===== config.mk =====
export PLATFORM = sky130hd
export DESIGN_NAME = sdd_ctrl
export DESIGN_NICKNAME = d
export VERILOG_FILES = /design/src/sdd_ctrl.v /design/src/sdd_sampler.v
export VERILOG_INCLUDE_DIRS = /design/src /design/src/src
export SDC_FILE = /design/constraint.sdc
export NUM_CORES = 1
export LEC_CHECK = 0
export BUFFER_PORTS_ARGS = -buffer_cell sky130_fd_sc_hd__buf_2
export CORE_MARGIN = 2
export CORE_UTILIZATION = 54
export CTS_CLUSTER_DIAMETER = 200
export DETAILED_ROUTE_END_ITERATION = 16
export PLACE_DENSITY = 0.86
export SLEW_MARGIN = 10
export SYNTH_ARGS = -nofsm -noshare
export SYNTH_HDL_FRONTEND = slang
export SYNTH_SLANG_ARGS = --single-unit

===== constraint.sdc =====
create_clock -name clk -period 4.7 [get_ports clk]
set_clock_uncertainty 0.2 [all_clocks]
set_input_delay 0.235 -clock clk [delete_from_list [all_inputs] [get_ports clk]]
set_output_delay 0.235 -clock clk [all_outputs]
set_load 0.02 [all_outputs]

===== src/sdd_defs.vh =====
// Constants of the supply drop detector control block
`ifndef SDD_DEFS_VH
`define SDD_DEFS_VH
// Register indices; byte address is four times the index
`define SDD_IDX_MODE_CTRL    4'h0
`define SDD_IDX_THRESHOLD    4'h1
`define SDD_IDX_MARGIN_CTRL  4'h8
`define SDD_IDX_IRQ_CTRL     4'h9
`define SDD_IDX_IRQ_FLAGS    4'ha
`define SDD_IDX_STATUS       4'hb
// Field positions
`define SDD_RATE_BIT         4
`define SDD_AWAKE_HI         3
`define SDD_AWAKE_LO         2
`define SDD_SLEEP_HI         1
`define SDD_SLEEP_LO         0
`define SDD_THR_HI           2
`define SDD_THR_LO           0
`define SDD_MARGIN_HI        1
`define SDD_MARGIN_LO        0
`define SDD_DIR_HI           2
`define SDD_DIR_LO           1
`define SDD_IE_BIT           0
`define SDD_IF_BIT           0
`define SDD_ST_BIT           0
// Detector modes
`define SDD_MODE_OFF         2'h0
`define SDD_MODE_ON          2'h1
`define SDD_MODE_SAMPLED     2'h2
`define SDD_MODE_ON_HOLD     2'h3
// Warning directions
`define SDD_DIR_FALL         2'h0
`define SDD_DIR_RISE         2'h1
`define SDD_DIR_BOTH         2'h2
// Reset values
`define SDD_MARGIN_RST       2'h0
`define SDD_IRQ_CTRL_RST     3'h0
// Unlock key and window (instructions counted as bus writes)
`define SDD_KEY_VALUE        8'hd8
`define SDD_UNLOCK_WINDOW    3'h4
// Sample timing
`define SDD_CLK_HZ           125000000
`define SDD_FAST_HZ          1000
`define SDD_SLOW_HZ          125
`define SDD_FAST_CYCLES      (`SDD_CLK_HZ / `SDD_FAST_HZ)
`define SDD_SLOW_CYCLES      (`SDD_CLK_HZ / `SDD_SLOW_HZ)
`define SDD_WINDOW_CYCLES    17'h00004
`define SDD_CNT_W            20
`endif


===== src/sdd_ctrl.v =====
// Supply drop detector mode and supply warning control block
//
// Overview of operation
// RULE1: awake mode loaded from fuse at reset
// RULE2: deep-sleep mode loaded from fuse at reset
// RULE3: awake mode field ignores software writes
// RULE4: sleep entry switches detector to sleep mode
// RULE5: wake-up returns detector to awake mode
// RULE6: software writes key, then field within four
// RULE7: protected writes accepted, ignored without unlock
// RULE8: rate bit selects 1 kHz or 125 Hz
// RULE9: awake mode codes off, on, sampled, hold
// RULE10: sleep mode codes off, on, sampled, reserved
// RULE11: three-bit threshold read-only from fuse
// RULE12: margin codes 5, 15, 25 percent
// RULE13: direction falling, rising or either crossing
// RULE14: enable bit gates warning interrupt
// RULE15: flag set on selected crossing
// RULE16: flag updates only while detector enabled
// RULE17: status reads one when supply below warning
// RULE18: warning monitor follows detector mode; the code also needs warning_irq_enable set
// RULE19: request while enable and flag both set
// RULE20: writing one clears flag, zero keeps
// RULE21: sampled mode compares in brief periodic windows
`timescale 1ns/10ps
`default_nettype none
`include "sdd_defs.vh"
module sdd_ctrl #(
  parameter FAST_CYCLES = `SDD_FAST_CYCLES,
  parameter SLOW_CYCLES = `SDD_SLOW_CYCLES
) (
  input  wire        clk,
  input  wire        rst_n,
  // Avalon-MM slave
  input  wire [5:0]  avs_address,
  input  wire        avs_read,
  input  wire        avs_write,
  input  wire [31:0] avs_writedata,
  input  wire [3:0]  avs_byteenable,
  output reg  [31:0] avs_readdata,
  output reg         avs_waitrequest,
  output reg  [1:0]  avs_response,
  // Fuse byte and key write from the CPU protection register
  input  wire [7:0]  detector_fuse_byte,
  input  wire        change_protection_write,
  input  wire [7:0]  change_protection_data,
  // Sleep state and warning comparator
  input  wire        deep_sleep,
  input  wire        below_warning_raw,
  // Detector controls
  output reg  [1:0]  detector_mode,
  output reg         detector_enable,
  output reg  [2:0]  threshold_level,
  output reg  [1:0]  warning_margin,
  output reg         monitor_enable,
  output reg         warning_irq
);
  // Register state
  reg       sample_rate_select;
  reg [1:0] awake_mode;
  reg [1:0] sleep_mode;
  reg [1:0] warning_direction;
  reg       warning_irq_enable;
  reg       warning_irq_flag;
  reg       below_warning_status;
  reg       fuse_loaded;
  reg [2:0] unlock_left;
  // Synchronisers
  reg       sleep_s1;
  reg       sleep_s2;
  reg       below_s1;
  reg       below_s2;
  reg       below_prev;
  reg       prev_valid;
  // Bus handshake
  reg       bus_busy;
  wire      sample_window;

  wire [3:0] reg_idx  = avs_address[5:2];
  wire       access   = (avs_read | avs_write) & avs_waitrequest & ~bus_busy;
  // Write lands at the edge where the master sees waitrequest low
  wire       wr_take  = avs_write & ~avs_waitrequest & avs_byteenable[0];
  wire       unlocked = (unlock_left != 3'h0);

  // Two-stage synchronisers for outside levels
  always @(posedge clk or negedge rst_n) begin
    if (!rst_n) begin
      sleep_s1 <= 1'b0;
      sleep_s2 <= 1'b0;
      below_s1 <= 1'b0;
      below_s2 <= 1'b0;
    end else begin
      sleep_s1 <= deep_sleep;
      sleep_s2 <= sleep_s1;
      below_s1 <= below_warning_raw;
      below_s2 <= below_s1;
    end
  end

  // Effective mode selection
  reg [1:0] next_mode;
  always @* begin
    // RULE4 sleep uses sleep mode
    // RULE5 awake uses awake mode
    if (sleep_s2)
      next_mode = sleep_mode;
    else
      next_mode = awake_mode;
  end

  // Detector is on for every mode but off
  wire mode_on      = (next_mode != `SDD_MODE_OFF);
  wire mode_sampled = (next_mode == `SDD_MODE_SAMPLED);

  // RULE21 sampled mode window timer
  // RULE8 rate bit picks the longer period
  sdd_sampler #(
    .FAST_CYCLES (FAST_CYCLES),
    .SLOW_CYCLES (SLOW_CYCLES)
  ) u_sampler (
    .clk    (clk),
    .rst_n  (rst_n),
    .run    (mode_sampled),
    .slow   (sample_rate_select),
    .window (sample_window)
  );

  // RULE18 monitor follows detector mode while warning_irq_enable is set
  wire eval_now = mode_on & (~mode_sampled | sample_window);

  // Crossing detection against last evaluated level
  wire fell = eval_now & prev_valid & below_s2 & ~below_prev;
  wire rose = eval_now & prev_valid & ~below_s2 & below_prev;
  reg  hit;
  always @* begin
    // RULE13 direction selects crossing kind
    case (warning_direction)
      `SDD_DIR_FALL: hit = fell;
      `SDD_DIR_RISE: hit = rose;
      `SDD_DIR_BOTH: hit = fell | rose;
      default:       hit = 1'b0;
    endcase
  end

  // Fuse load and protected mode fields
  always @(posedge clk or negedge rst_n) begin
    if (!rst_n) begin
      fuse_loaded        <= 1'b0;
      sample_rate_select <= 1'b0;
      awake_mode         <= `SDD_MODE_OFF;
      sleep_mode         <= `SDD_MODE_OFF;
      threshold_level    <= 3'h0;
    end else if (!fuse_loaded) begin
      // RULE1 awake mode from fuse
      // RULE2 sleep mode from fuse
      // RULE11 threshold from fuse
      fuse_loaded        <= 1'b1;
      sample_rate_select <= detector_fuse_byte[`SDD_RATE_BIT];
      awake_mode <= detector_fuse_byte[`SDD_AWAKE_HI:`SDD_AWAKE_LO];
      sleep_mode <= detector_fuse_byte[`SDD_SLEEP_HI:`SDD_SLEEP_LO];
      threshold_level <= detector_fuse_byte[`SDD_THR_HI:`SDD_THR_LO];
    end else if (wr_take && reg_idx == `SDD_IDX_MODE_CTRL && unlocked) begin
      // RULE3 awake field never written
      // RULE7 sleep field only after unlock
      sleep_mode <= avs_writedata[`SDD_SLEEP_HI:`SDD_SLEEP_LO];
    end
  end

  // Unlock window: key opens it, bus writes use it up
  always @(posedge clk or negedge rst_n) begin
    if (!rst_n) begin
      unlock_left <= 3'h0;
    end else if (change_protection_write &&
                 change_protection_data == `SDD_KEY_VALUE) begin
      // RULE6 key opens four-write window
      unlock_left <= `SDD_UNLOCK_WINDOW;
    end else if (wr_take && unlocked) begin
      unlock_left <= unlock_left - 3'h1;
    end
  end

  // Plain control registers
  always @(posedge clk or negedge rst_n) begin
    if (!rst_n) begin
      warning_margin     <= `SDD_MARGIN_RST;
      warning_direction  <= 2'h0;
      warning_irq_enable <= 1'b0;
    end else if (wr_take) begin
      // RULE12 margin code stored as written
      if (reg_idx == `SDD_IDX_MARGIN_CTRL)
        warning_margin <= avs_writedata[`SDD_MARGIN_HI:`SDD_MARGIN_LO];
      // RULE14 interrupt enable bit
      if (reg_idx == `SDD_IDX_IRQ_CTRL) begin
        warning_direction  <= avs_writedata[`SDD_DIR_HI:`SDD_DIR_LO];
        warning_irq_enable <= avs_writedata[`SDD_IE_BIT];
      end
    end
  end

  // Flag, status and crossing history
  always @(posedge clk or negedge rst_n) begin
    if (!rst_n) begin
      warning_irq_flag     <= 1'b0;
      below_warning_status <= 1'b0;
      below_prev           <= 1'b0;
      prev_valid           <= 1'b0;
    end else begin
      // RULE15 set on selected crossing, set beats clear
      // RULE16 not set while detector off; write-one clear still works
      // RULE20 write one clears
      if (hit)
        warning_irq_flag <= 1'b1;
      else if (wr_take && reg_idx == `SDD_IDX_IRQ_FLAGS &&
               avs_writedata[`SDD_IF_BIT])
        warning_irq_flag <= 1'b0;
      // RULE17 status tracks evaluated level
      if (eval_now) begin
        below_warning_status <= below_s2;
        below_prev           <= below_s2;
        prev_valid           <= 1'b1;
      end else if (!mode_on) begin
        prev_valid <= 1'b0;
      end
    end
  end

  // Outputs to detector and interrupt controller
  always @(posedge clk or negedge rst_n) begin
    if (!rst_n) begin
      detector_mode   <= `SDD_MODE_OFF;
      detector_enable <= 1'b0;
      monitor_enable  <= 1'b0;
      warning_irq     <= 1'b0;
    end else begin
      // RULE9 awake codes pass through
      // RULE10 sleep codes pass through
      detector_mode   <= next_mode;
      detector_enable <= eval_now;
      monitor_enable  <= eval_now & warning_irq_enable;
      // RULE19 request from enable and flag
      warning_irq     <= warning_irq_enable & warning_irq_flag;
    end
  end

  // Read data mux
  reg [7:0] rd_byte;
  always @* begin
    rd_byte = 8'h00;
    case (reg_idx)
      // RULE8 rate bit readable
      `SDD_IDX_MODE_CTRL: rd_byte = {3'h0, sample_rate_select,
                                      awake_mode, sleep_mode};
      `SDD_IDX_THRESHOLD: rd_byte = {5'h00, threshold_level};
      `SDD_IDX_MARGIN_CTRL: rd_byte = {6'h00, warning_margin};
      `SDD_IDX_IRQ_CTRL: rd_byte = {5'h00, warning_direction,
                                     warning_irq_enable};
      `SDD_IDX_IRQ_FLAGS: rd_byte = {7'h00, warning_irq_flag};
      `SDD_IDX_STATUS: rd_byte = {7'h00, below_warning_status};
      default: rd_byte = 8'h00;
    endcase
  end

  wire mapped = (reg_idx == `SDD_IDX_MODE_CTRL) ||
                (reg_idx == `SDD_IDX_THRESHOLD) ||
                (reg_idx >= `SDD_IDX_MARGIN_CTRL &&
                 reg_idx <= `SDD_IDX_STATUS);

  // Bus answer: one wait cycle, then waitrequest low for one cycle
  always @(posedge clk or negedge rst_n) begin
    if (!rst_n) begin
      avs_waitrequest <= 1'b1;
      avs_readdata    <= 32'h00000000;
      avs_response    <= 2'h0;
      bus_busy        <= 1'b0;
    end else if (access) begin
      avs_waitrequest <= 1'b0;
      bus_busy        <= 1'b1;
      avs_readdata    <= avs_read ? {24'h000000, rd_byte} : 32'h00000000;
      avs_response    <= mapped ? 2'h0 : 2'h2;
    end else begin
      avs_waitrequest <= 1'b1;
      bus_busy        <= 1'b0;
      avs_response    <= 2'h0;
    end
  end
endmodule
`default_nettype wire


===== src/sdd_sampler.v =====
// Sample window timer for the sampled detector mode
`timescale 1ns/10ps
`default_nettype none
`include "sdd_defs.vh"
module sdd_sampler #(
  parameter FAST_CYCLES = `SDD_FAST_CYCLES,
  parameter SLOW_CYCLES = `SDD_SLOW_CYCLES
) (
  input  wire       clk,
  input  wire       rst_n,
  input  wire       run,
  input  wire       slow,
  output reg        window
);
  reg  [`SDD_CNT_W-1:0] count;
  wire [`SDD_CNT_W-1:0] period;

  assign period = slow ? SLOW_CYCLES[`SDD_CNT_W-1:0]
                       : FAST_CYCLES[`SDD_CNT_W-1:0];

  // Period counter, window open for first cycles of each period
  always @(posedge clk or negedge rst_n) begin
    if (!rst_n) begin
      count  <= {`SDD_CNT_W{1'b0}};
      window <= 1'b0;
    end else if (!run) begin
      count  <= {`SDD_CNT_W{1'b0}};
      window <= 1'b0;
    end else begin
      if (count >= period - 1'b1)
        count <= {`SDD_CNT_W{1'b0}};
      else
        count <= count + 1'b1;
      window <= (count < {3'h0, `SDD_WINDOW_CYCLES});
    end
  end
endmodule
`default_nettype wire


==> flow_metrics.env <==
export IMPL_start_util_pct=55.98
export IMPL_worstReg2RegEnd="u_sampler.count[19]$_DFF_PN0_"
export IMPL_cp_max_fo=9
export IMPL_crit_path_end_kind="flip-flop"
export IMPL_vias=2346
export IMPL_cap_violations=0
export IMPL_synth_area_leaders="dfrtp_1 45%, buf_4 7.0%, ha_1 5.6%, mux2_2 4.7%, nor3_1 3.2%"
export IMPL_grt_pass1_wl_um=10360
export IMPL_synth_most_common_cell="dfrtp_1"
export IMPL_required_ns=4.75
export IMPL_slowest_delay_ns=0.73
export IMPL_hold_violations=0
export IMPL_drc=0
export IMPL_drive_gt1_share_pct=23.60
export IMPL_cp_slowest_cell="or4_1"
export IMPL_finalSetupTns_ns=0
export IMPL_crit_path_start_kind="flip-flop"
export IMPL_cts_tree="built"
export IMPL_syn_inst=293
export IMPL_cts_repair_resized=0
export IMPL_cts_sinks=57
export IMPL_rows=27
export IMPL_finalSetupViolCount=0
export IMPL_endpoint="u_sampler.count[19]$_DFF_PN0_"
export IMPL_clock_latency_ns=0.33
export IMPL_netlist_top_cells_count="56 x dfrtp_1, 29 x buf_4, 20 x nor3_1"
export IMPL_worst_setup_path_type="reg -> reg"
export IMPL_min_period_over_period_pct=52.86
export IMPL_yosys_area_top_type="dfrtp_1"
export IMPL_critPathLaunch="u_sampler.count[5]$_DFF_PN0_"
export IMPL_drt_wl_total_um=6107
export IMPL_grtUsageTotal_pct=21.07
export IMPL_ys_seq_area_share_pct=46.03
export IMPL_syn_area_per_cell_um2=10.59
export IMPL_gp_congestion=0.8302
export IMPL_path_cells="nand4_2, or4_1, or4_4, a211oi_2"
export IMPL_dr_pass1_iters=4
export IMPL_slew_headroom_pct=53.14
export IMPL_grt_pass1_vias=2338
export IMPL_postSynth_asyncResetShare_pct=100.0
export IMPL_coreArea_um2=5540
export IMPL_io_pins=110
export IMPL_rsz0062_at_grt="false"
export IMPL_yosysWarnings=0
export IMPL_cp_arrival_ns=2.54
export IMPL_ir_worst_vdd_v=0.0002463
export IMPL_cts_root_buf="clkbuf_8"
export IMPL_crit_family="simple AND/OR/NAND/NOR gates"
export IMPL_dieArea_um2=6366
export IMPL_routedWlPerCell_um=14.27
export IMPL_p_per_area_nw_per_um2=351.5
export IMPL_antenna_found_initial=0
export IMPL_crit_cells=4
export IMPL_status="completed"
export IMPL_h_tree_depth=3
export IMPL_fillers=435
export IMPL_worstMarginPinSlew_ns=0.7029
export IMPL_yosysUniqueCellTypes=54
export IMPL_fin_worst_hold_slack_ns=0.02210
export IMPL_cts_made_buffers=9
export IMPL_overflow=0
export IMPL_vias_per_cell=5.481
export IMPL_hold_path_class="in -> reg"
export IMPL_fp_dieH_um=79.79
export IMPL_synthFlopType="dfrtp_1"
export IMPL_final_nets=431
export IMPL_period_minus_slack_ns=2.484
export IMPL_max_freq_mhz=402.5
export IMPL_synth_top_area_share_pct=45.18
export IMPL_cts_clk_slew_worst_paths_ns=0.06
export IMPL_drt_iter0_drc=87
export IMPL_r2r_start="u_sampler.count[5]$_DFF_PN0_"
export IMPL_maxSlewViolCount=0
export IMPL_r2r_cells=4
export IMPL_diodes=0
export IMPL_portBuffers=44
export IMPL_final_antenna_net_count=0
export IMPL_dpl_hpwl_um=4391
export IMPL_netlist_area_um2=3102
export IMPL_die_width_um=79.79
export IMPL_synth_edf_count=0
export IMPL_cellLeakagePower_nw=1.659
export IMPL_rrSetupSlack_ns=2.22
export IMPL_syn2layout_area_growth_pct=15.73
export IMPL_grt_max_degree=58
export IMPL_final_core_util_pct=64.79
export IMPL_cp_num_buf_inv=0
export IMPL_clockBufferDepth=2
export IMPL_ys_ff_latch=57
## worst min path at each step
| stage | endpoint | from | cells past startpoint | slack, ns |
|---|---|---|---|---|
| after floorplan | avs_readdata[0]$_DFFE_PN0P_ | rst_n | 0 | -0.26 |
| after global placement | below_s2$_DFF_PN0_ | below_s1$_DFF_PN0_ | 0 | 0.14 |
| after detailed placement | below_s2$_DFF_PN0_ | below_s1$_DFF_PN0_ | 0 | 0.14 |
| after CTS | avs_readdata[0]$_DFFE_PN0P_ | avs_read | 3 | 0.004 |
| after global routing | avs_readdata[0]$_DFFE_PN0P_ | avs_read | 3 | 0.02 |
| final | avs_readdata[0]$_DFFE_PN0P_ | avs_read | 3 | 0.02 |
## stage by stage
| step | instances | worst slack, ns | area, µm² | power (mW) |
|---|---|---|---|---|
| floorplan | 320 | 2.387 | 3203 | 0.7765 |
| global placement | 400 | 2.285 | 3282 | 0.8268 |
| detailed placement | 400 | 2.229 | 3282 | 0.8403 |
| CTS | 428 | 2.206 | 3590 | 1.274 |
| global route | 428 | 2.056 | 3590 | 1.333 |
| finish | 428 | 2.216 | 3590 | 1.262 |
## registers in the layout, summed over array words and instances (netlist names), 2 cells and up
name               cells
awake_mode             2
detector_mode          2
warning_margin         2
avs_readdata           5
u_sampler.count       20
unlock_left            3
threshold_level        2
warning_direction      2
sleep_mode             2
## where the power goes
| part | leakage, nW | internal, mW | total [mW] | switching [mW] |
|---|---|---|---|---|
| clock | 0.0864 | 0.241 | 0.421 | 0.180 |
| combinational | 0.843 | 0.102 | 0.254 | 0.151 |
| sequential | 0.730 | 0.551 | 0.587 | 0.0359 |
| total | 1.66 | 0.895 | 1.26 | 0.367 |
## cell families (layout without fill, tap and decap cells)
kind of cell | Yosys count | after routing | share of synthesized area [%]
AND/OR/NAND/NOR | 92 | 92 | 17.43
flip-flops | 57 | 57 | 46.03
buffers and inverters | 50 | 86 | 9.681
AO/OA/AOI/OAI | 47 | 47 | 10.57
multiplexers | 18 | 18 | 6.737
adder cells (fa/ha/maj) | 14 | 14 | 5.648
XOR/XNOR | 13 | 13 | 3.671
other | 2 | 29 | 0.2421
## cells in the final DEF (no fill, tap or decap), types with 3 or more instances in the layout
master,count
nand2b_1,3
nand3b_1,3
o31ai_1,3
nor4_1,7
xor2_1,4
or3_2,4
o21ai_0,8
nand2_1,14
a211oi_1,8
inv_1,11
conb_1,29
nor2_1,8
and4_1,3
xnor2_1,9
nand4_1,6
buf_4,3
a22o_1,4
a21oi_1,9
dlygate4sd3_1,13
or3_1,3
clkbuf_8,9
dfrtp_1,56
nand3_1,5
mux2i_1,4
ha_1,14
clkbuf_1,3
buf_2,44
mux2_2,13
nor3_1,20
## worst reg2reg max path, cell delays in order (launching register included)
cell,delay (ns)
dfrtp_1,0.50
nand4_2,0.21
or4_1,0.73
or4_4,0.54
a211oi_2,0.21
## final cells by class
| type | instances | area, µm² | share of cell area, % |
|---|---|---|---|
| Multi-Input combinational cell | 213 | 1480 | 41.23 |
| Sequential cell | 57 | 1428 | 39.77 |
| Timing Repair Buffer | 60 | 372.9 | 10.39 |
| Clock buffer | 12 | 135.1 | 3.764 |
| Tap cell | 72 | 90.09 | 2.510 |
| Clock inverter | 3 | 42.54 | 1.185 |
| Inverter | 11 | 41.29 | 1.150 |
## repair_timing
action	4_1_cts	5_1_grt
hold endpoints to repair	73	0
hold buffers	13	0
setup buffers	0	0
## layer usage
metal | up-vias | part of all wire (%) | global-route usage, %
li1 | 1139 | - | -
met3 | 10 | 6.2 | 8.710
met5 | - | 0 | 0
met1 | 1137 | 42 | 23.87
met2 | 60 | 51 | 36.05
met4 | 0 | 1.4 | 6.949
No activity file was read; power rests on OpenSTA's default activity.
